$ cat config.mk
export PLATFORM = sky130hd
export DESIGN_NAME = sram_host_ctrl
export DESIGN_NICKNAME = d
export VERILOG_FILES = /design/src/sram_host_pkg.sv /design/src/sram_host_ctrl.sv
export SDC_FILE = /design/constraint.sdc
export NUM_CORES = 1
export LEC_CHECK = 0
export ABC_AREA = 1
export BUFFER_PORTS_ARGS = -buffer_cell sky130_fd_sc_hd__buf_2
export CORE_MARGIN = 3
export CORE_UTILIZATION = 54
export DETAILED_ROUTE_END_ITERATION = 8
export PLACE_DENSITY = 0.87
export SLEW_MARGIN = 30
export SYNTH_ARGS = -nofsm -noshare
export SYNTH_HDL_FRONTEND = slang
export SYNTH_SLANG_ARGS = --single-unit
$ cat constraint.sdc
create_clock -name clk -period 2.2 [get_ports clk]
set_input_delay 0.44 -clock clk [delete_from_list [all_inputs] [get_ports clk]]
set_output_delay 0.44 -clock clk [all_outputs]
set_load 0.01 [all_outputs]
$ cat src/sram_host_pkg.sv
// Purpose: shared constants and carrier types for the static memory host controller
// Assumes: 100 MHz clock, 524288 x 8 asynchronous static memory on the far side
// Notes:   timing figures are the slowest speed grade so one build serves all grades
package sram_host_pkg;

  localparam int ADDR_W = 19;
  localparam int DATA_W = 8;
  localparam int CLK_PERIOD_NS = 10;

  // access timing in ns, recovery in ms, slowest grade
  localparam int T_CYCLE_NS = 100;
  localparam int T_WPULSE_NS = 80;
  localparam int T_ACCESS_NS = 100;
  localparam int T_DIS_NS = 35;
  localparam int T_RECOVERY_MS = 5;

  // least times round up
  localparam int WPULSE_CYC = (T_WPULSE_NS + CLK_PERIOD_NS - 1) / CLK_PERIOD_NS;
  localparam int ACCESS_CYC = (T_ACCESS_NS + CLK_PERIOD_NS - 1) / CLK_PERIOD_NS + 1;
  localparam int DIS_CYC = (T_DIS_NS + CLK_PERIOD_NS - 1) / CLK_PERIOD_NS;
  localparam int CYCLE_CYC = (T_CYCLE_NS + CLK_PERIOD_NS - 1) / CLK_PERIOD_NS;
  localparam int RECOVERY_CYC = T_RECOVERY_MS * 1000000 / CLK_PERIOD_NS;

  localparam int CNT_W = 20;

  typedef struct packed {
    logic              write;
    logic [ADDR_W-1:0] addr;
    logic [DATA_W-1:0] wdata;
  } sram_req_t;

  typedef struct packed {
    logic chip_select_n;
    logic write_strobe_n;
    logic output_enable_n;
  } sram_ctrl_t;

endpackage : sram_host_pkg

$ cat src/sram_host_ctrl.sv
// Purpose: host side controller driving an asynchronous 524288 x 8 static memory
// Assumes: memory pins sampled synchronously to clk; one access at a time
// Notes:   writes are strobe controlled; select falls with the strobe so data
//          outputs never turn on during a write
//          a power down request that arrives mid access lets that access finish,
//          so power_down must rise one full access before the supply starts to drop
//          the recovery hold is RECOVERY_CYCLES clocks of select high after power returns
//          and a new dip during the hold restarts the whole count

module sram_host_ctrl #(
  parameter int RECOVERY_CYCLES = sram_host_pkg::RECOVERY_CYC
) (
  input  wire logic                            clk,
  input  wire logic                            rst,
  // user side
  input  wire logic                            req_valid,
  input  wire sram_host_pkg::sram_req_t        req,
  output logic                                 req_ready,
  output logic                                 rsp_valid,
  output logic [sram_host_pkg::DATA_W-1:0]     rsp_rdata,
  input  wire logic                            power_down,
  output logic                                 recovering,
  // memory side
  output logic [sram_host_pkg::ADDR_W-1:0]     mem_addr,
  output sram_host_pkg::sram_ctrl_t            mem_ctrl,
  input  wire logic [sram_host_pkg::DATA_W-1:0] data_lines_in,
  output logic [sram_host_pkg::DATA_W-1:0]     data_lines_out,
  output logic                                 data_lines_oe_n
);

  // ----------------------------------------------------------------
  // state
  // ----------------------------------------------------------------
  typedef enum logic [2:0] {
    S_RECOVER, S_IDLE, S_WRITE, S_WHOLD, S_READ, S_TURN, S_DOWN
  } state_t;
  // recover is also the reset state, so the power-up hold runs after every reset

  state_t                           state_q, state_d;
  logic [sram_host_pkg::CNT_W-1:0]  cnt_q, cnt_d;
  logic [sram_host_pkg::ADDR_W-1:0] addr_q, addr_d;
  logic [sram_host_pkg::DATA_W-1:0] wdata_q, wdata_d, rdata_q, rdata_d;
  sram_host_pkg::sram_ctrl_t        ctrl_q, ctrl_d;
  logic                             oe_n_q, oe_n_d;
  logic                             ready_q, ready_d, rvalid_q, rvalid_d, recov_q, recov_d;

  function automatic logic [sram_host_pkg::CNT_W-1:0] cyc(input int n);
    cyc = sram_host_pkg::CNT_W'(n - 1);
  endfunction : cyc

  wire cnt_done = (cnt_q == '0);
  // a request is taken only in idle and only while power is steady
  wire take     = ready_q && req_valid && !power_down;

  // ----------------------------------------------------------------
  // control codes and counter loads
  // ----------------------------------------------------------------
  // field order is select, strobe, output enable, all active low
  localparam sram_host_pkg::sram_ctrl_t CTRL_IDLE  = '{1'b1, 1'b1, 1'b1};
  // select and strobe fall together so the memory never turns its drivers on
  localparam sram_host_pkg::sram_ctrl_t CTRL_WRITE = '{1'b0, 1'b0, 1'b1};
  // strobe rises ahead of select so the strobe edge is the capturing one
  localparam sram_host_pkg::sram_ctrl_t CTRL_WEND  = '{1'b0, 1'b1, 1'b1};
  localparam sram_host_pkg::sram_ctrl_t CTRL_READ  = '{1'b0, 1'b1, 1'b0};
  // plain constant so the asynchronous reset branch loads nothing computed
  localparam logic [sram_host_pkg::CNT_W-1:0] RECOV_LOAD = sram_host_pkg::CNT_W'(RECOVERY_CYCLES - 1);

  wire [sram_host_pkg::CNT_W-1:0] load_wpulse = cyc(sram_host_pkg::WPULSE_CYC);
  wire [sram_host_pkg::CNT_W-1:0] load_whold  = cyc(sram_host_pkg::CYCLE_CYC - sram_host_pkg::WPULSE_CYC);
  wire [sram_host_pkg::CNT_W-1:0] load_access = cyc(sram_host_pkg::ACCESS_CYC);
  wire [sram_host_pkg::CNT_W-1:0] load_turn   = cyc(sram_host_pkg::DIS_CYC);

  // ----------------------------------------------------------------
  // sequencing
  // ----------------------------------------------------------------
  always_comb begin
    state_d  = state_q;
    cnt_d    = cnt_done ? cnt_q : cnt_q - 1'b1;
    addr_d   = addr_q;
    wdata_d  = wdata_q;
    rdata_d  = rdata_q;
    ctrl_d   = ctrl_q;
    oe_n_d   = oe_n_q;
    ready_d  = 1'b0;
    rvalid_d = 1'b0;
    recov_d  = recov_q;
    case (state_q)
      S_RECOVER: begin
        ctrl_d  = CTRL_IDLE;
        recov_d = 1'b1;
        // a supply dip during the hold restarts the full count
        if (power_down) begin
          cnt_d = RECOV_LOAD;
        end else if (cnt_done) begin
          state_d = S_IDLE;
          recov_d = 1'b0;
          ready_d = 1'b1;
        end
      end
      S_IDLE: begin
        // power down wins over a request presented in the same cycle
        ready_d = !power_down;
        ctrl_d  = CTRL_IDLE;
        oe_n_d  = 1'b1;
        if (power_down) begin
          state_d = S_DOWN;
          ready_d = 1'b0;
        end else if (take) begin
          ready_d = 1'b0;
          addr_d  = req.addr;
          if (req.write) begin
            wdata_d = req.wdata;
            state_d = S_WRITE;
            cnt_d   = load_wpulse;
            ctrl_d  = CTRL_WRITE;
            oe_n_d  = 1'b0;
          end else begin
            state_d = S_READ;
            cnt_d   = load_access;
            ctrl_d  = CTRL_READ;
          end
        end
      end
      S_WRITE: if (cnt_done) begin
        // strobe rises first while data and address still stand
        ctrl_d  = CTRL_WEND;
        state_d = S_WHOLD;
        cnt_d   = load_whold;
      end
      S_WHOLD: begin
        // bus released together with select, one clock after the strobe edge
        ctrl_d = CTRL_IDLE;
        oe_n_d = 1'b1;
        if (cnt_done) begin
          state_d = S_IDLE;
          ready_d = 1'b1;
        end
      end
      S_READ: if (cnt_done) begin
        // data is taken while select and enable still stand
        rdata_d  = data_lines_in;
        rvalid_d = 1'b1;
        ctrl_d   = CTRL_IDLE;
        state_d  = S_TURN;
        cnt_d    = load_turn;
      end
      S_TURN: if (cnt_done) begin
        // memory drivers have had their disable time before anyone drives
        state_d = S_IDLE;
        ready_d = 1'b1;
      end
      S_DOWN: begin
        // parked deselected until power is reported back; nothing is accepted
        ctrl_d = CTRL_IDLE;
        oe_n_d = 1'b1;
        if (!power_down) begin
          state_d = S_RECOVER;
          cnt_d   = RECOV_LOAD;
          recov_d = 1'b1;
        end
      end
      default: state_d = S_RECOVER;
    endcase
  end

  // ----------------------------------------------------------------
  // registers
  // ----------------------------------------------------------------
  // every control idles high in reset so the memory sits deselected
  always_ff @(posedge clk or posedge rst) begin
    if (rst) begin
      state_q  <= S_RECOVER;
      cnt_q    <= RECOV_LOAD;
      addr_q   <= '0;
      wdata_q  <= '0;
      rdata_q  <= '0;
      ctrl_q   <= CTRL_IDLE;
      oe_n_q   <= 1'b1;
      ready_q  <= 1'b0;
      rvalid_q <= 1'b0;
      recov_q  <= 1'b1;
    end else begin
      state_q  <= state_d;
      cnt_q    <= cnt_d;
      addr_q   <= addr_d;
      wdata_q  <= wdata_d;
      rdata_q  <= rdata_d;
      ctrl_q   <= ctrl_d;
      oe_n_q   <= oe_n_d;
      ready_q  <= ready_d;
      rvalid_q <= rvalid_d;
      recov_q  <= recov_d;
    end
  end

  // ----------------------------------------------------------------
  // outputs
  // ----------------------------------------------------------------
  // every pin comes from a register so the memory never sees a glitch
  assign req_ready       = ready_q;
  assign rsp_valid       = rvalid_q;
  assign rsp_rdata       = rdata_q;
  assign recovering      = recov_q;
  assign mem_addr        = addr_q;
  assign mem_ctrl        = ctrl_q;
  assign data_lines_out  = wdata_q;
  assign data_lines_oe_n = oe_n_q;

endmodule : sram_host_ctrl

==> flow_summary_export.csv <==
group,metric,value,unit
status,status,"completed",
logic_synthesis,yosysWarnings,0,
global_routing,grt_pass1_wl,14200,µm
floorplanning,die_area,7280,µm²
detailed_routing,wl_per_cell,14.4,µm
logic_synthesis,syn_avg_cell_area,8.05,µm²
floorplanning,num_rows,28,
critical_path,worstReg2RegEnd,"rsp_rdata[4]",
detailed_routing,wirelength,8540,µm
critical_path,crit_path_end_kind,"flip-flop",
critical_path,arrival,2.20,ns
sta,skew,0.00941,ns
power_and_ir_drop,seqPwrFrac,35.4,%
layout,area_delta_synth_final,21.4,%
global_routing,overflow,0,
critical_path,crit_type,"reg2reg",
clock_tree,clkTransAtPathRegs,0.07,ns
logic_synthesis,yosys.cell_types.count,34,
layout,antenna_cells,0,
layout,final_cell_mix,"159 x nand2_1, 81 x buf_2, 49 x dfrtp_1, 41 x nor2_1, 27 x inv_1",
clock_tree,clockBufferDepth,2,
power_and_ir_drop,intPower,3.24,mW
sta,holdWs,0.0370,ns
sta,finalCriticalPeriod,1.98,ns
clock_tree,cts.sinks,65,
sta,fmax,0.505,GHz
layout,final_common_cell,"nand2_1",
clock_tree,cts_root_buf,"clkbuf_8",
critical_path,reg2reg_depth,9,
critical_path,r2r_setup_slack,0.22,ns
place,gp_congestion,0.931,
power_and_ir_drop,clkPwrFrac,18.3,%
clock_tree,cts_hold_buf,0,
layout,drive_gt1_share,32.4,%
worst_hold_path,min_path_type,"in2async",
critical_path,worstPathRequired,2.42,ns
clock_tree,cts_setup_buffers,0,
detailed_routing,antenna_left,0,
sta,setup_viol,0,
layout,multi_input_area,1570,µm²
power_and_ir_drop,switching_share,43.7,%
logic_synthesis,seq_area_frac_synth,48.5,%
floorplanning,pin_count,82,
critical_path,r2r-start,"cnt_q[0]",
power_and_ir_drop,ir_drop,0.782,mV
power_and_ir_drop,power_switching,2.51,mW
floorplanning,die_h,85.3,µm
place,io_buffers,81,
floorplanning,initial_utilization,56.7,%
sta,slew_viol_final,0,
sta,rsz0062_at_grt,"no",
critical_path,start_kind,"flip-flop",
critical_path,crit_fanout,16,
floorplanning,core_area,5990,µm²
clock_tree,cts_inserted_buffers,9,
detailed_routing,drt_first_pass_iters,7,
layout,layout.area.seq,1650,µm²
floorplanning,die_x,85.3,µm
detailed_routing,avgViaCountPerCell,5.25,
global_routing,grt_usage,24.6,%
logic_synthesis,synth_cells,422,
global_routing,grt_antenna_before_repair,0,
clock_tree,cts_tree,"yes",
clock_tree,clk_latency,0.34,ns
clock_tree,ctsResizeCount,0,
layout,final_util,68.9,%
clock_tree,htreeDepth,3,
job,maxCapViolCount,0,
power_and_ir_drop,comb_power_share,46.2,%
layout,fillers,473,
logic_synthesis,syn-cell-area,3400,µm²
sta,hold_violations,0,
power_and_ir_drop,power_leakage,2.23,nW
sta,setup_tns,0,ns
place,place_ws,0.280,ns
detailed_routing,vias,3112,
detailed_routing,drc,0,
layout,finalNetCount,555,
place,dp_hpwl,6210,µm
global_routing,grt_pass1_vias,3083,
power_and_ir_drop,cellPowerDensity,1390,nW/µm²
sta,final.period_utilization,90.1,%
logic_synthesis,synth_nets,464,
sta,worst_slew_pin_slew,0.391,ns
logic_synthesis,synth_seq_cells,65,
detailed_routing,drt_iter0_drc,197,
global_routing,grt_max_degree,54,
sta,slew_headroom,73.9,%
sta,postLayoutSetupSlackWorst,0.219,ns
## logic make-up (layout without fill, tap and decap cells)
kind of cell	count (synthesis)	count (layout)	synth area share [%]
XOR/XNOR	8	8	2.06
buffers and inverters	45	141	5.30
adder cells (fa/ha/maj)	2	2	0.736
flip-flops	65	65	48.5
AO/OA/AOI/OAI	29	29	4.97
AND/OR/NAND/NOR	273	273	38.5
## worst max path at each step
stage | slack [ns] | endpoint | depth (start not counted) | startpoint
global placement | 0.40 | rsp_rdata[2] | 9 | cnt_q[0]
finish | 0.22 | rsp_rdata[4] | 9 | cnt_q[0]
CTS | 0.25 | rsp_rdata[4] | 9 | cnt_q[0]
global route | 0.05 | rsp_rdata[4] | 9 | cnt_q[0]
detailed placement | 0.28 | rsp_rdata[5] | 9 | cnt_q[0]
floorplan | 0.16 | cnt_q[10] | 1 | rst
## critical path: stages, from the launching register on
cell     delay (ns)
dfstp_2        0.38
inv_1          0.15
ha_1           0.24
nand2_2        0.12
nor2_8         0.19
nand3_4        0.22
inv_2          0.24
nand2_2        0.15
nand2_1        0.10
nand2_1        0.07
## cells in the mapped netlist (all sizes together)
cell type,n,area (µm²)
nor2,61,347
o21ai,15,75.1
or2,2,12.5
nand4,11,83.8
o21bai,1,7.51
o221ai,1,8.76
nand2,168,668
nand3,24,138
dfstp,16,420
inv,39,151
nand3b,3,22.5
a21oi,10,61.3
xor2,7,61.3
o211ai,1,7.51
o2111ai,1,8.76
nor3,3,30.0
nor4,1,6.26
dfrtp,49,1230
ha,2,25.0
xnor2,1,8.76
clkbuf,1,3.75
buf,5,25.0
## power groups by stage
stage | clock, mW | combinational (mW) | sequential (mW)
after floorplan | 0 | 1.82 | 2.10
after global placement | 0 | 2.54 | 2.04
after detailed placement | 0 | 2.59 | 2.05
after CTS | 1.07 | 2.64 | 2.03
after global routing | 1.12 | 2.95 | 2.09
final | 1.05 | 2.66 | 2.04
## metal layers
| layer | routed length (µm) | GRT usage [%] | share of wire [%] | vias to the layer above |
|---|---|---|---|---|
| met3 | 395 | 5.83 | 4.6 | 20 |
| met4 | 189 | 8.63 | 2.2 | 0 |
| met5 | 0 | 0 | 0 | - |
| met2 | 4460 | 41.5 | 52 | 101 |
| li1 | - | - | - | 1509 |
| met1 | 3490 | 30.9 | 41 | 1482 |
## through the flow
stage	area (µm²)	std cells	total power, mW
after floorplan	3400	422	3.92
after global placement	3920	577	4.57
after detailed placement	3920	577	4.64
after CTS	4130	593	5.75
after global routing	4130	593	6.16
final	4130	593	5.75
## flip-flops by register name (all words and copies together) (netlist names)
| signal | count |
|---|---|
| cnt_q | 20 |
| data_lines_oe_n | 1 |
| data_lines_out | 8 |
| mem_addr | 19 |
| mem_ctrl | 3 |
| recovering | 1 |
| req_ready | 1 |
| rsp_rdata | 8 |
| rsp_valid | 1 |
| state_q | 3 |
## area by class of cell
| class | count | area share [%] |
|---|---|---|
| clock buffer | 14 | 4.18 |
| clock inverter | 2 | 0.849 |
| inverter | 39 | 3.67 |
| multi-input combinational | 312 | 38.1 |
| sequential | 65 | 39.9 |
| tap | 75 | 2.27 |
| timing repair buffer | 86 | 11.0 |
No activity file was read; power rests on OpenSTA's default activity.
